**src/serial_flags_pkg.sv**
```systemverilog
// Package for the serial status flags and baud divisor block.
// Assumes an AXI4-Lite master with 32-bit data; registers sit in one word each.
package serial_flags_pkg;

    // ****************************************************************
    // Register map (byte addresses).
    // ****************************************************************
    localparam logic [3:0] ADDR_FLAGS = 4'h0; // Serial flags register.
    localparam logic [3:0] ADDR_DIVISOR = 4'h4; // Baud divisor register.
    localparam logic [3:0] ADDR_CTRL = 4'h8; // Control and format register.

    // ****************************************************************
    // Flag bit positions in the serial flags register.
    // ****************************************************************
    localparam int BIT_TX_EMPTY = 7; // Transmit holding empty.
    localparam int BIT_RX_FULL = 6; // Receive holding full.
    localparam int BIT_OVERRUN = 5; // Overrun flag.
    localparam int BIT_STOP_FAULT = 4; // Stop bit fault.
    localparam int BIT_PAR_FAULT = 3; // Parity fault.
    localparam int BIT_TX_DONE = 2; // Transmit done.
    localparam int BIT_RX_MP = 1; // Received multiprocessor bit.
    localparam int BIT_TX_MP = 0; // Multiprocessor bit to send.

    // ****************************************************************
    // Control register bit positions.
    // ****************************************************************
    localparam int CB_RX_ALLOW = 0; // Receive enable.
    localparam int CB_TX_ALLOW = 1; // Transmit enable.
    localparam int CB_SYNC = 2; // Clocked synchronous mode when set.
    localparam int CB_PAR_EN = 3; // Parity enabled.
    localparam int CB_PAR_ODD = 4; // Odd parity when set.
    localparam int CB_TWO_STOP = 5; // Two stop bits.
    localparam int CB_MP = 6; // Multiprocessor format.
    localparam int CB_PRE_LO = 7; // Prescale select, low bit.
    localparam int CB_PRE_HI = 8; // Prescale select, high bit.
    localparam int CTRL_W = 9; // Control register width.

    // ****************************************************************
    // Reset values.
    // ****************************************************************
    localparam logic [7:0] FLAGS_RESET = 8'h84; // Empty and done set.
    localparam logic [7:0] DIVISOR_RESET = 8'hff; // Slowest rate.
    localparam logic [CTRL_W-1:0] CTRL_RESET = 9'h000; // All off.
    localparam logic [1:0] RESP_OKAY = 2'h0; // AXI okay.
    localparam logic [1:0] RESP_SLVERR = 2'h2; // AXI slave error.
    localparam logic [3:0] OVS_LAST = 4'hf; // Sixteen samples per bit.

    // One received frame as handed over by the receive shifter.
    typedef struct packed {
        logic [7:0] data; // Data bits.
        logic par; // Received parity bit.
        logic mp; // Received multiprocessor bit.
        logic stop1; // First stop bit.
    } rx_frame_s;

    // Whole state of the block.
    typedef struct packed {
        logic [7:0] flags; // Serial flags register.
        logic [7:0] divisor; // Baud divisor.
        logic [CTRL_W-1:0] ctrl; // Control register.
        logic [7:0] rx_hold; // Receive holding register.
        logic [7:0] seen; // Flags read as one since last write.
        logic [7:0] bdiv_cnt; // Divisor counter.
        logic [1:0] pre_cnt_lo; // Unused; the prescaler counts in pre_cnt alone.
        logic [5:0] pre_cnt; // Prescaler counter.
        logic [3:0] ovs_cnt; // Oversample counter.
        logic sample_tick; // One-cycle 16x sample tick.
        logic bit_tick; // One-cycle bit tick.
        logic aw_got; // Write address held.
        logic [3:0] aw_addr; // Held write address.
        logic w_got; // Write data held.
        logic [31:0] w_data; // Held write data.
        logic [3:0] w_strb; // Held strobes.
        logic bvalid; // Write response valid.
        logic [1:0] bresp; // Write response code.
        logic rvalid; // Read data valid.
        logic [31:0] rdata; // Read data.
        logic [1:0] rresp; // Read response code.
        logic awready; // Address ready.
        logic wready; // Data ready.
        logic arready; // Read address ready.
        logic halt; // Reception (and sync transmit) held off.
        logic tx_mp_out; // Multiprocessor bit for the shifter.
        logic par_calc; // Last parity check result.
    } state_s;

endpackage

```
**src/serial_flags.sv**
```systemverilog
// Serial status flags and baud divisor of one serial channel.
// Assumes the shifters sit outside and report frames as one-cycle strobes.
// Operation
// - Stop bit zero sets stop fault
// - Only first stop bit is checked
// - Stop fault stores data, receive full stays
// - Faults clear by zero after read one
// - Receive disable keeps stop fault
// - Receive disable keeps parity fault
// - Parity mismatch sets parity fault
// - Parity fault stores data, receive full stays
// - Faults halt reception, sync transmission too
// - Done set by disable or empty end
// - Done cleared with empty flag clear
// - Done bit is read-only
// - Received multiprocessor bit copied to status
// - Receive disable keeps multiprocessor status
// - Send bit appended in multiprocessor format
// - Send bit ignored outside asynchronous multiprocessor
// - Eight-bit divisor on prescaled clock
// - Divisor always readable and writable
// - Divisor resets to all ones
// - Each channel has its own generator
// - Overrun when frame ends while full
// - Flags reset to empty and done only
//
// The address map and register access over AXI4-Lite were decided locally.
`timescale 1ns/1ps
`default_nettype none

module serial_flags (
    input wire logic aclk,
    input wire logic aresetn,
    input wire logic standby, // Standby or module stop request.
    input wire logic [3:0] s_axi_awaddr,
    input wire logic s_axi_awvalid,
    output logic s_axi_awready,
    input wire logic [31:0] s_axi_wdata,
    input wire logic [3:0] s_axi_wstrb,
    input wire logic s_axi_wvalid,
    output logic s_axi_wready,
    output logic [1:0] s_axi_bresp,
    output logic s_axi_bvalid,
    input wire logic s_axi_bready,
    input wire logic [3:0] s_axi_araddr,
    input wire logic s_axi_arvalid,
    output logic s_axi_arready,
    output logic [31:0] s_axi_rdata,
    output logic [1:0] s_axi_rresp,
    output logic s_axi_rvalid,
    input wire logic s_axi_rready,
    input wire logic rx_done, // Receive shifter finished a frame.
    input wire serial_flags_pkg::rx_frame_s rx_frame, // Frame content with rx_done.
    input wire logic tx_load, // Shifter took the holding register.
    input wire logic tx_last_bit, // Last bit of a character going out.
    input wire logic xfer_tx_write, // Transfer controller wrote tx_hold.
    output logic rx_halt, // Reception stopped by a fault or overrun.
    output logic tx_halt, // Synchronous transmission stopped.
    output logic tx_mp_bit, // Multiprocessor bit to append.
    output logic [7:0] rx_hold, // Receive holding register.
    output logic rx_allow, // Receive enable.
    output logic tx_allow, // Transmit enable.
    output logic sample_tick, // 16x sampling tick.
    output logic bit_tick // One pulse per bit time.
);

    // ****************************************************************
    // State and its next value.
    // ****************************************************************
    serial_flags_pkg::state_s st_r; // Registered state.
    serial_flags_pkg::state_s st_nxt; // Next state.

    // Scratch signals of the combinational process.
    logic wr_fire; // A write has both halves.
    logic rd_fire; // A read address is taken.
    logic [7:0] wbyte; // Written low byte.
    logic sync_mode; // Clocked synchronous mode.
    logic par_bad; // Parity disagreement on this frame.
    logic pre_step; // Prescaler output tick.
    logic [31:0] rword; // Read word before registering.

    // ****************************************************************
    // Next-state logic.
    // ****************************************************************
    // All behaviour lives here; the flop below only registers it.
    always_comb begin
        st_nxt = st_r;
        wbyte = st_r.w_data[7:0];
        sync_mode = st_r.ctrl[serial_flags_pkg::CB_SYNC];
        par_bad = 1'b0;
        pre_step = 1'b0;
        rword = 32'h0000_0000;
        st_nxt.sample_tick = 1'b0;
        st_nxt.bit_tick = 1'b0;

        // Address and data may arrive in either order; each is held.
        if (s_axi_awvalid && st_r.awready) begin
            st_nxt.aw_got = 1'b1;
            st_nxt.aw_addr = s_axi_awaddr;
        end
        if (s_axi_wvalid && st_r.wready) begin
            st_nxt.w_got = 1'b1;
            st_nxt.w_data = s_axi_wdata;
            st_nxt.w_strb = s_axi_wstrb;
        end
        st_nxt.awready = !st_nxt.aw_got && !st_r.bvalid;
        st_nxt.wready = !st_nxt.w_got && !st_r.bvalid;
        wr_fire = st_r.aw_got && st_r.w_got && !st_r.bvalid;
        if (st_r.bvalid && s_axi_bready) begin
            st_nxt.bvalid = 1'b0;
        end

        // Register writes through the low byte lane; control bit 8 through the second lane.
        if (wr_fire) begin
            st_nxt.aw_got = 1'b0;
            st_nxt.w_got = 1'b0;
            st_nxt.bvalid = 1'b1;
            st_nxt.bresp = serial_flags_pkg::RESP_OKAY;
            unique case (st_r.aw_addr)
                serial_flags_pkg::ADDR_FLAGS: begin
                    if (st_r.w_strb[0]) begin
                        // Zero clears a flag only if it was read as one.
                        for (int i = 3; i <= 7; i++) begin
                            if (!wbyte[i] && st_r.seen[i]) begin
                                st_nxt.flags[i] = 1'b0;
                            end
                        end
                        // Clearing empty also clears done.
                        if (!wbyte[serial_flags_pkg::BIT_TX_EMPTY]
                            && st_r.seen[serial_flags_pkg::BIT_TX_EMPTY]) begin
                            st_nxt.flags[serial_flags_pkg::BIT_TX_DONE] = 1'b0;
                        end
                        // Done and received bit ignore writes.
                        st_nxt.flags[serial_flags_pkg::BIT_TX_MP] =
                            wbyte[serial_flags_pkg::BIT_TX_MP];
                        st_nxt.seen = 8'h00;
                    end
                end
                serial_flags_pkg::ADDR_DIVISOR: begin
                    // Written in any operating state.
                    if (st_r.w_strb[0]) begin
                        st_nxt.divisor = wbyte;
                    end
                end
                serial_flags_pkg::ADDR_CTRL: begin
                    if (st_r.w_strb[0]) begin
                        st_nxt.ctrl[7:0] = wbyte;
                    end
                    if (st_r.w_strb[1]) begin
                        st_nxt.ctrl[serial_flags_pkg::CB_PRE_HI] = st_r.w_data[8];
                    end
                end
                default: begin
                    st_nxt.bresp = serial_flags_pkg::RESP_SLVERR;
                end
            endcase
        end

        // Transfer controller writing tx_hold clears empty and done.
        if (xfer_tx_write) begin
            st_nxt.flags[serial_flags_pkg::BIT_TX_EMPTY] = 1'b0;
            st_nxt.flags[serial_flags_pkg::BIT_TX_DONE] = 1'b0;
        end

        // Read channel; reading a flag as one arms its clear.
        st_nxt.arready = !st_r.rvalid && !(s_axi_arvalid && st_r.arready);
        rd_fire = s_axi_arvalid && st_r.arready;
        if (st_r.rvalid && s_axi_rready) begin
            st_nxt.rvalid = 1'b0;
        end
        if (rd_fire) begin
            st_nxt.rvalid = 1'b1;
            st_nxt.rresp = serial_flags_pkg::RESP_OKAY;
            unique case (s_axi_araddr)
                serial_flags_pkg::ADDR_FLAGS: begin
                    rword[7:0] = st_r.flags;
                    st_nxt.seen = st_r.seen | st_r.flags;
                end
                serial_flags_pkg::ADDR_DIVISOR: begin
                    rword[7:0] = st_r.divisor;
                end
                serial_flags_pkg::ADDR_CTRL: begin
                    rword[serial_flags_pkg::CTRL_W-1:0] = st_r.ctrl;
                end
                default: begin
                    st_nxt.rresp = serial_flags_pkg::RESP_SLVERR;
                end
            endcase
            st_nxt.rdata = rword;
        end

        // Transmit side flags; hardware set wins over software clear.
        if (tx_load) begin
            st_nxt.flags[serial_flags_pkg::BIT_TX_EMPTY] = 1'b1;
        end
        if (!st_r.ctrl[serial_flags_pkg::CB_TX_ALLOW]) begin
            // Transmitter off: empty and done are held set.
            st_nxt.flags[serial_flags_pkg::BIT_TX_EMPTY] = 1'b1;
            st_nxt.flags[serial_flags_pkg::BIT_TX_DONE] = 1'b1;
        end else if (tx_last_bit && st_r.flags[serial_flags_pkg::BIT_TX_EMPTY]) begin
            st_nxt.flags[serial_flags_pkg::BIT_TX_DONE] = 1'b1;
        end

        // Receive completion. Disabling receive touches no flag.
        if (rx_done && st_r.ctrl[serial_flags_pkg::CB_RX_ALLOW] && !st_r.halt) begin
            par_bad = st_r.ctrl[serial_flags_pkg::CB_PAR_EN] && !sync_mode
                && ((^rx_frame.data ^ rx_frame.par) != st_r.ctrl[serial_flags_pkg::CB_PAR_ODD]);
            st_nxt.par_calc = par_bad;
            if (st_r.flags[serial_flags_pkg::BIT_RX_FULL]) begin
                // Data lost, holding register keeps old character.
                st_nxt.flags[serial_flags_pkg::BIT_OVERRUN] = 1'b1;
            end else begin
                st_nxt.rx_hold = rx_frame.data;
                // Only stop1 is looked at; a second stop bit never is.
                if (!sync_mode && !rx_frame.stop1) begin
                    st_nxt.flags[serial_flags_pkg::BIT_STOP_FAULT] = 1'b1;
                end
                if (par_bad) begin
                    st_nxt.flags[serial_flags_pkg::BIT_PAR_FAULT] = 1'b1;
                end
                // Full is set only for a clean frame.
                if ((sync_mode || rx_frame.stop1) && !par_bad) begin
                    st_nxt.flags[serial_flags_pkg::BIT_RX_FULL] = 1'b1;
                end
                if (st_r.ctrl[serial_flags_pkg::CB_MP] && !sync_mode) begin
                    st_nxt.flags[serial_flags_pkg::BIT_RX_MP] = rx_frame.mp;
                end
            end
        end

        // Any fault or overrun holds off reception.
        st_nxt.halt = st_nxt.flags[serial_flags_pkg::BIT_STOP_FAULT]
            | st_nxt.flags[serial_flags_pkg::BIT_PAR_FAULT]
            | st_nxt.flags[serial_flags_pkg::BIT_OVERRUN];

        // Multiprocessor bit goes out only in async multiprocessor format.
        st_nxt.tx_mp_out = st_nxt.flags[serial_flags_pkg::BIT_TX_MP]
            && st_nxt.ctrl[serial_flags_pkg::CB_MP]
            && !st_nxt.ctrl[serial_flags_pkg::CB_SYNC]
            && st_nxt.ctrl[serial_flags_pkg::CB_TX_ALLOW];

        // Prescaler: select picks 1, 1/4, 1/16 or 1/64 of aclk.
        st_nxt.pre_cnt = st_r.pre_cnt + 6'h01;
        unique case ({st_r.ctrl[serial_flags_pkg::CB_PRE_HI],
                      st_r.ctrl[serial_flags_pkg::CB_PRE_LO]})
            2'h0: pre_step = 1'b1;
            2'h1: pre_step = (st_r.pre_cnt[1:0] == 2'h3);
            2'h2: pre_step = (st_r.pre_cnt[3:0] == 4'hf);
            2'h3: pre_step = (st_r.pre_cnt == 6'h3f);
        endcase

        // Divide by divisor plus one, this channel's own counter.
        if (pre_step) begin
            if (st_r.bdiv_cnt >= st_r.divisor) begin
                st_nxt.bdiv_cnt = 8'h00;
                st_nxt.sample_tick = 1'b1;
                st_nxt.ovs_cnt = st_r.ovs_cnt + 4'h1;
                // In async mode a bit lasts sixteen samples.
                if (sync_mode || st_r.ovs_cnt == serial_flags_pkg::OVS_LAST) begin
                    st_nxt.bit_tick = 1'b1;
                end
            end else begin
                st_nxt.bdiv_cnt = st_r.bdiv_cnt + 8'h01;
            end
        end

        // Standby or module stop acts like reset on flags and divisor.
        if (standby) begin
            st_nxt.flags = serial_flags_pkg::FLAGS_RESET;
            st_nxt.divisor = serial_flags_pkg::DIVISOR_RESET;
            st_nxt.seen = 8'h00;
            st_nxt.halt = 1'b0;
            st_nxt.tx_mp_out = 1'b0;
        end
    end

    // ****************************************************************
    // State register.
    // ****************************************************************
    // Synchronous reset loads constants only.
    always_ff @(posedge aclk) begin
        if (!aresetn) begin
            st_r <= '0;
            st_r.flags <= serial_flags_pkg::FLAGS_RESET;
            st_r.divisor <= serial_flags_pkg::DIVISOR_RESET;
            st_r.ctrl <= serial_flags_pkg::CTRL_RESET;
        end else begin
            st_r <= st_nxt;
        end
    end

    // ****************************************************************
    // Outputs, each straight from the state register except tx_halt, which gates halt with the sync bit.
    // ****************************************************************
    assign s_axi_awready = st_r.awready;
    assign s_axi_wready = st_r.wready;
    assign s_axi_bvalid = st_r.bvalid;
    assign s_axi_bresp = st_r.bresp;
    assign s_axi_arready = st_r.arready;
    assign s_axi_rvalid = st_r.rvalid;
    assign s_axi_rdata = st_r.rdata;
    assign s_axi_rresp = st_r.rresp;
    assign rx_halt = st_r.halt;
    assign tx_halt = st_r.halt & st_r.ctrl[serial_flags_pkg::CB_SYNC];
    assign tx_mp_bit = st_r.tx_mp_out;
    assign rx_hold = st_r.rx_hold;
    assign rx_allow = st_r.ctrl[serial_flags_pkg::CB_RX_ALLOW];
    assign tx_allow = st_r.ctrl[serial_flags_pkg::CB_TX_ALLOW];
    assign sample_tick = st_r.sample_tick;
    assign bit_tick = st_r.bit_tick;

    // ****************************************************************
    // Checks.
    // ****************************************************************
    // Frame taken with a zero first stop bit in async mode while the holding register is free.
    // Kept as a plain signal so that it can also be negated inside other antecedents.
    logic bad_stop;
    assign bad_stop = rx_done && rx_allow && !rx_halt && !st_r.ctrl[serial_flags_pkg::CB_SYNC]
        && !rx_frame.stop1 && !st_r.flags[serial_flags_pkg::BIT_RX_FULL] && !standby;
endmodule

`default_nettype wire

```
**config.mk**
```make
export PLATFORM = sky130hd
export DESIGN_NAME = serial_flags
export DESIGN_NICKNAME = d
export VERILOG_FILES = /design/src/serial_flags_pkg.sv /design/src/serial_flags.sv
export SDC_FILE = /design/constraint.sdc
export NUM_CORES = 1
export LEC_CHECK = 0
export BUFFER_PORTS_ARGS = -buffer_cell sky130_fd_sc_hd__buf_2
export CORE_ASPECT_RATIO = 0.5
export CORE_UTILIZATION = 47
export DETAILED_ROUTE_END_ITERATION = 6
export PLACE_DENSITY = 0.86
export REMOVE_ABC_BUFFERS = 1
export SETUP_SLACK_MARGIN = 0.02
export SLEW_MARGIN = 20
export SYNTH_ARGS = -nofsm -noshare
export SYNTH_HDL_FRONTEND = slang
export SYNTH_SLANG_ARGS = --single-unit
export TNS_END_PERCENT = 5
```
**constraint.sdc**
```tcl
create_clock -name aclk -period 1.89 [get_ports aclk]
set_clock_uncertainty 0.2 [all_clocks]
set_input_delay 0.2835 -clock aclk [delete_from_list [all_inputs] [get_ports aclk]]
set_output_delay 0.2835 -clock aclk [all_outputs]
set_load 0.01 [all_outputs]
```
# Word level (Yosys, flattened, before mapping)
# Cells that the tools add are included.
[totals] inputBits=67 elab_cells=166 out_inout_bits=56 register_bits=123
[op_classes] reduce_logical=68 eq_ne=12 n_addsub=3 n_mux=44 order_cmp=1 n_bitwise=8
[op_table] op="$mux 8" n=9
[op_table] op="$mux 37" n=1
[op_table] op="$mux 35" n=1
[op_table] op="$logic_and 1x1->1" n=26
[op_table] op="$pmux 8 s3" n=1
[op_table] op="$mux 1" n=19
[op_table] op="$mux 18" n=1
[op_table] op="$mux 6" n=3
[op_table] op="$eq 4x4->1 const B" n=4
[op_table] op="$logic_not 1->1" n=15
[op_table] op="$reduce_and 3->1" n=5
[op_table] op="$reduce_bool 2->1" n=6
[op_table] op="$mux 9" n=1
[op_table] op="$add 8x1->8 const B" n=1
[op_table] op="$eq 4x3->1 const B" n=2
[op_table] op="$ge 8x8->1" n=1
[op_table] op="$logic_not 4->1" n=2
[op_table] op="$mux 2" n=4
[op_table] op="$or 8x8->8" n=1
[op_table] op="$reduce_or 4->1" n=2
[op_table] op="$reduce_xor 8->1" n=1
[op_table] op="$add 6x1->6 const B" n=1
[op_table] op="$eq 2x2->1 const B" n=3
[op_table] op="$eq 6x6->1 const B" n=1
[op_table] op="17 further kinds" n=25

# Depth between registers and ports, before layout
# Gate-level depths: netlist of run 1.
[depth] word_depth=11 ltp_mapped=9 depth_no_buf=8

# Least setup slack after synthesis of run 1
# No wires, ideal clock.
[synth_path] path_kind="register -> register" from="register st_r[100] in the netlist's numbering" to="register st_r[101] in the netlist's numbering" path_buffers=1 path_slack_ns=-0.208 stages_incl_launch_ff=10 period_less_slack_ns=2.098 t_required_ns=1.620 setup_time_ns=0.070 arrival_time_ns=1.828 path_cell_list="dfxtp_1 inv_1 ha_1 nand2b_1 a21o_1 a211oi_1 o31a_1 clkbuf_1 nand3_1 a21oi_1"
[synth_between] elab_chain_cells=2 elab_cells_between_ends=3 classes_between="add/sub (1); order compare (1); mux (1)"
[synth_lines] item="from (decl)" line_no="serial_flags.sv:70" text="serial_flags_pkg::state_s st_r;"
[synth_lines] item="from (signal assigned)" line_no="serial_flags.sv:288" text="st_r <= st_nxt;"
[synth_lines] item="$add 8x1->8 or $ge 8x8->1 (tied branches)" line_no="serial_flags.sv:263, serial_flags.sv:254"
[synth_lines] item="$mux 8 *" line_no="serial_flags.sv:254" text="if (st_r.bdiv_cnt >= st_r.divisor) begin"
# Every way passes the cells marked *; elsewhere a longest branch is shown, timed or not.
# A chain may end at the register's enable or synchronous reset.

# Worst setup path in the final report of run 1
[layout_path] from="register st_r[133] in the netlist's numbering" to="register st_r[88] in the netlist's numbering"
[layout_between] elab_chain_cells=2
[layout_lines] item="$ge 8x8->1" line_no="serial_flags.sv:254"
[layout_lines] item="$reduce_and 2->1 (no line)"
# No other way between the ends.

==> results of run 1 <==
[cells in the mapped netlist (all sizes together), types with 3 or more instances]
cell    instances  area share
dfxtp          93        0.43
nand2          86       0.075
buf            56       0.089
nor2           40       0.035
a21oi          38       0.044
mux2i          27       0.062
nand3          21       0.025
inv            15       0.013
o21ai          12       0.014
ha             11       0.032
clkbuf         10      0.0087
a22o            9       0.018
a31oi           8       0.012
nand2b          8       0.012
nor3            8      0.0092
xnor2           7       0.014
a22oi           6       0.010
nor3b           6       0.012
nor2b           4      0.0058
xor2            4      0.0081
a21o            3      0.0052
and2            3      0.0043
nor4            3      0.0043
[final timing paths]
kind / start / to / slack [ns] / cells after the start
setup / recovery: st_r[133]$_SDFFE_PP1P_ / st_r[88]$_SDFFE_PN0P_ / -0.19 / 8
hold / removal: rx_frame[7] / rx_hold[4]$_SDFFE_PN0P_ / 0.008 / 3
setup reg to reg: st_r[133]$_SDFFE_PP1P_ / st_r[88]$_SDFFE_PN0P_ / -0.19 / 8
hold reg to reg: s_axi_rvalid$_SDFFE_PN0P_ / s_axi_arready$_SDFF_PN0_ / 0.23 / 1
[per-layer routing]
metal,wire [um],up-vias
met2,5540,229
met4,429,0
met3,913,50
met1,4760,1864
li1,-,1857
met5,0,-
[worst min-delay path: stages]
cell	delay (ns)
buf_2	0.11
nand2_1	0.05
a21oi_1	0.05
[per-stage QoR]
stage	TNS, ns	instance area [um^2]
after global routing	-3.29	5360
after floorplan	-9.27	4000
after CTS	-1.62	5290
after detailed placement	-2.33	4810
after global placement	-1.70	4810
final	-1.60	5360
[power by group]
part / internal, mW / switching [mW]
registers: 2.00 / 0.0412
clock network: 0.964 / 0.720
logic: 0.165 / 0.201
total: 3.13 / 0.961
[logic make-up (layout without fill, tap and decap cells)]
logic type	Yosys count	after routing	share of synthesized area
simple gates	192	192	0.208
flops	93	93	0.430
compound gates	89	89	0.129
buf+inv	81	162	0.111
mux	27	27	0.0624
xor+xnor	12	12	0.0274
fa+ha+maj	11	11	0.0318
other cells	1	25	0.000866
[cells in the final DEF, fill, tap and decap left out, types with 6 or more instances in the layout]
master / synthesis / final
buf_2: 3 / 72
nand2b_1: 8 / 7
a21oi_1: 38 / 36
a22o_1: 9 / 9
conb_1: 1 / 25
nor2_1: 39 / 39
a31oi_1: 8 / 8
buf_4: 46 / 36
nand3_1: 20 / 19
dlygate4sd3_1: 0 / 20
xnor2_1: 7 / 7
nor3_1: 8 / 8
clkbuf_16: 0 / 9
ha_1: 11 / 9
nand2_1: 86 / 86
mux2i_1: 27 / 27
inv_1: 14 / 13
a22oi_1: 6 / 6
o21ai_1: 11 / 11
dfxtp_1: 93 / 91
[area by class of cell]
cell class,count,area [um^2]
fillers,654,3470
clock buffers,15,268
clock inverters,1,5.00
multi-input cells,356,2140
repair buffers,131,873
flip-flops and latches,93,1860
inverters,15,56.3
well taps,117,146
[what timing repair did]
item                       4_1_cts  5_1_grt
pin swaps                        9        1
hold endpoints to repair        20        0
gates resized for setup          4       12
cloned                           0        0
setup endpoints to repair       19       27
hold buffers                    20        0
==> reports/metrics.cfg, run 1 <==
[run_status]
status=finished, violations left
violations=negative setup slack

[drt]
via_per_inst=5.49
finalWirelength_mm=11.6
first_pass_iters=6
ant_nets=0
wl_per_cell_um=16.0
num_vias=4000
drc=0
initialDrtViolationCount=490

[layout]
num_antenna_cells=0
final_cells=728
fin_nets=684
top_register=st_r
post-route-util=0.607
syn_to_final_growth_pct=23.7
largest_register_ffs=63
drive_gt1_frac=0.237

[setup_path]
max_stage_delay_ns=0.36
crit_buf_inv=1
cp_max_fo=21
cp-start-kind=register
arrival_ns=2.16
critPathCaptureType=register
crit_chain=ha_4 -> nand2b_4 -> a21o_1 -> a211oi_2 -> o31a_1 -> buf_12 -> or3_1 -> a21oi_1
critPathTopFamily=compound AO/OA/AOI/OAI gates
worstSetupPathType=register to register
required_ns=1.97
cp_slowest_cell=dfxtp_1

[synthesis]
synthCells=506
synth.distinct_cells=54
synth-seq-cells=93
synth.cell_area_um2=4330
ys_seq_area_frac=0.430
post_synth.cell_area_avg_um2=8.56
synth_warnings=0
synthArstFlopShare=0
synth_ff_type=dfxtp_1
synth-edff-count=0

[global_routing]
grt_pass1_wl_mm=17.9
grt_max_degree=22
use_met1=0.298
grt_use_met2=0.401
antenna_found_initial=0
overflow=0
track_usage=0.242
grt_util_met3=0.0588
grt.busiest_layer=met2
grt_pass1_vias=3631

[sta]
period_share=1.10
setup_ws_ns=-0.194
fmax_ghz=0.480
worst_pin_slew_ns=0.592
setup_violations=17
drv_slew=0
slew_headroom=0.604
whs_ns=0.00800
rsz0062_at_grt=true
hold_viol_final=0
period_minus_slack_ns=2.08

[floorplan]
boundaryPins=123
die_area_um2=9620
fp-row-count=24
die_h_um=69.9
core_um2=8830
start_util=0.491
dieWidth_um=138

[power]
ir_drop_v=0.000572
p_total_mw=4.09
power_density_nw_per_um2=764
power.leakage_nw=2.39

[place]
portBuffers=72
dp.cells=692
place_congestion=0.894
place_ws_ns=-0.207
hpwlAfterDp_mm=7.23

[clock_tree]
cts_tree=done
htree_levels=3
cts_sinks=93
cts_setup_buffers=0
ctsLongestPathBuffers=2
cts.clk_slew.worst_paths_ns=0.06
clk_latency_ns=0.34
cts_buffers=9
cts_root_buffer=clkbuf_16

[flow_run]
max_cap_viol_count=0

[hold_path]
hold_class=input port to register

Power figures use the tool's default switching activity.
==> run 2: changes to the inputs <==
--- a/config.mk
+++ b/config.mk
@@ -7,6 +7,7 @@
 export LEC_CHECK = 0
 export BUFFER_PORTS_ARGS = -buffer_cell sky130_fd_sc_hd__buf_2
 export CORE_ASPECT_RATIO = 0.5
+export CORE_MARGIN = 2
 export CORE_UTILIZATION = 47
 export DETAILED_ROUTE_END_ITERATION = 6
 export PLACE_DENSITY = 0.86
==> reports/metrics.cfg, run 2 (synthesized netlist as in run 1, its figures left out) <==
[place]
portBuffers=72  ; unchanged
dp.cells=692  ; unchanged
place_congestion=0.879  ; was 0.894
hpwlAfterDp_mm=7.23  ; about the same
placed_cell_area_um2=4810  ; unchanged

[global_routing]
antenna_found_initial=0  ; unchanged
overflow=0  ; unchanged
grt_max_degree=22  ; unchanged
grt_pass1_vias=3795  ; was 3,631
track_usage=0.223  ; was 0.242
grt_pass1_wl_mm=18.0  ; was 17.9 mm

[floorplan]
die_area_um2=10000  ; was 9620 um^2
fp-row-count=24  ; unchanged
die_h_um=71.9  ; was 69.9 um
core_um2=8830  ; unchanged
boundaryPins=123  ; unchanged
dieWidth_um=140  ; was 138 um
start_util=0.491  ; unchanged

[setup_path]
worstSetupPathType=register to register  ; unchanged
cp-start-kind=register  ; unchanged
cp_max_fo=21  ; unchanged
critPathCaptureType=register  ; unchanged
rrSetupSlack_ns=-0.27  ; was -0.19 ns
required_ns=1.97  ; about the same
arrival_ns=2.24  ; was 2.16 ns

[power]
ir_drop_v=0.000554  ; was 0.000572 V
p_total_mw=4.24  ; was 4.09 mW
power.leakage_nw=2.41  ; was 2.39 nW
power_density_nw_per_um2=788  ; was 764 nW/um^2

[drt]
initialDrtViolationCount=413  ; was 490
ant_nets=0  ; unchanged
wl_per_cell_um=15.2  ; was 16.0 um
via_per_inst=5.30  ; was 5.49
num_vias=3876  ; was 4,000
drc=0  ; unchanged
finalWirelength_mm=11.1  ; was 11.6 mm
first_pass_iters=5  ; was 6

[sta]
rsz0062_at_grt=true  ; unchanged
setup_tns_ns=-3.00  ; was -1.60 ns
setup_violations=14  ; was 17
whs_ns=0.00965  ; was 0.00800 ns
period_share=1.14  ; was 1.10
hold_viol_final=0  ; unchanged
period_minus_slack_ns=2.16  ; was 2.08 ns
setup_ws_ns=-0.266  ; was -0.194 ns
fmax_ghz=0.464  ; was 0.480 GHz
slew_headroom=0.539  ; was 0.604
worst_pin_slew_ns=0.692  ; was 0.592 ns
drv_slew=0  ; unchanged

[layout]
fin_nets=687  ; was 684
fin_area_um2=5380  ; was 5360 um^2
mostFrequentLayoutCells=91 x dfxtp_1, 86 x nand2_1, 72 x buf_2  ; unchanged
num_antenna_cells=0  ; unchanged
drive_gt1_frac=0.233  ; was 0.237
final_cells=731  ; was 728
largest_register_ffs=63  ; unchanged
final_common_cell=dfxtp_1  ; unchanged
top_register=st_r  ; unchanged
syn_to_final_growth_pct=24.1  ; was 23.7%

[run_status]
violations=negative setup slack  ; unchanged
status=finished, violations left  ; unchanged

[clock_tree]
cts_setup_buffers=0  ; unchanged
cts.clk_slew.worst_paths_ns=0.07  ; was 0.06 ns
cts_sinks=93  ; unchanged
cts_buffers=9  ; unchanged
cts_tree=done  ; unchanged
htree_levels=3  ; unchanged
clk_latency_ns=0.35  ; was 0.34 ns
ctsLongestPathBuffers=2  ; unchanged
cts_root_buffer=clkbuf_16  ; unchanged

[hold_path]
hold_class=input port to register  ; unchanged

[flow_run]
max_cap_viol_count=0  ; unchanged

## run 2: layout make-up
class	instances	area (um^2)
Fill cell	671	3450
Multi-Input combinational cell	356	2110
Sequential cell	93	1860
Timing Repair Buffer	134	896
Clock buffer	11	243
Tap cell	117	146
Clock inverter	5	58.8
Inverter	15	56.3
## run 2: per-layer routing
metal,global-route usage,vias up,share of wire
li1,-,1862,-
met1,0.271,1815,0.43
met2,0.392,169,0.49
met3,0.0521,30,0.062
met4,0.0833,0,0.023
met5,0,-,0
## run 2: final timing paths
check | startpoint | to | cells after the start
hold / removal | s_axi_awaddr[1] | st_r[82]$_SDFFE_PN0P_ | 3
hold reg to reg | st_r[80]$_SDFF_PP0_ | s_axi_wready$_SDFF_PN0_ | 1
setup reg to reg | st_r[100]$_SDFFE_PN0P_ | st_r[88]$_SDFFE_PN0P_ | 9
setup / recovery | st_r[100]$_SDFFE_PN0P_ | st_r[88]$_SDFFE_PN0P_ | 9
## run 2: metrics by stage
stage	setup WS, ns	util
global route	-0.338	0.609
CTS	-0.305	0.607
detailed placement	-0.225	0.545
floorplan	-0.726	-
global placement	-0.150	0.545
finish	-0.266	0.609
## run 2: report_power, final
group | internal (mW) | total [mW] | switching, mW
Combinational | 0.165 | 0.361 | 0.196
Sequential | 2.00 | 2.04 | 0.0382
Clock | 1.06 | 1.84 | 0.771
## run 2: repair_timing
action	4_1_cts	5_1_grt
hold endpoints to repair	23	0
pin swaps	7	3
setup endpoints to repair	17	20
hold buffers	23	0
gates cloned	0	0
resized for setup	4	6
## run 2: worst max-delay path, stage by stage, from the launching register on
cell and delay, ns:
dfxtp_2 0.33, inv_1 0.06, ha_1 0.27, nand2b_1 0.11
a21o_1 0.13, a211oi_2 0.07, o31a_1 0.28, buf_12 0.17
or3_1 0.34, a21oi_1 0.13
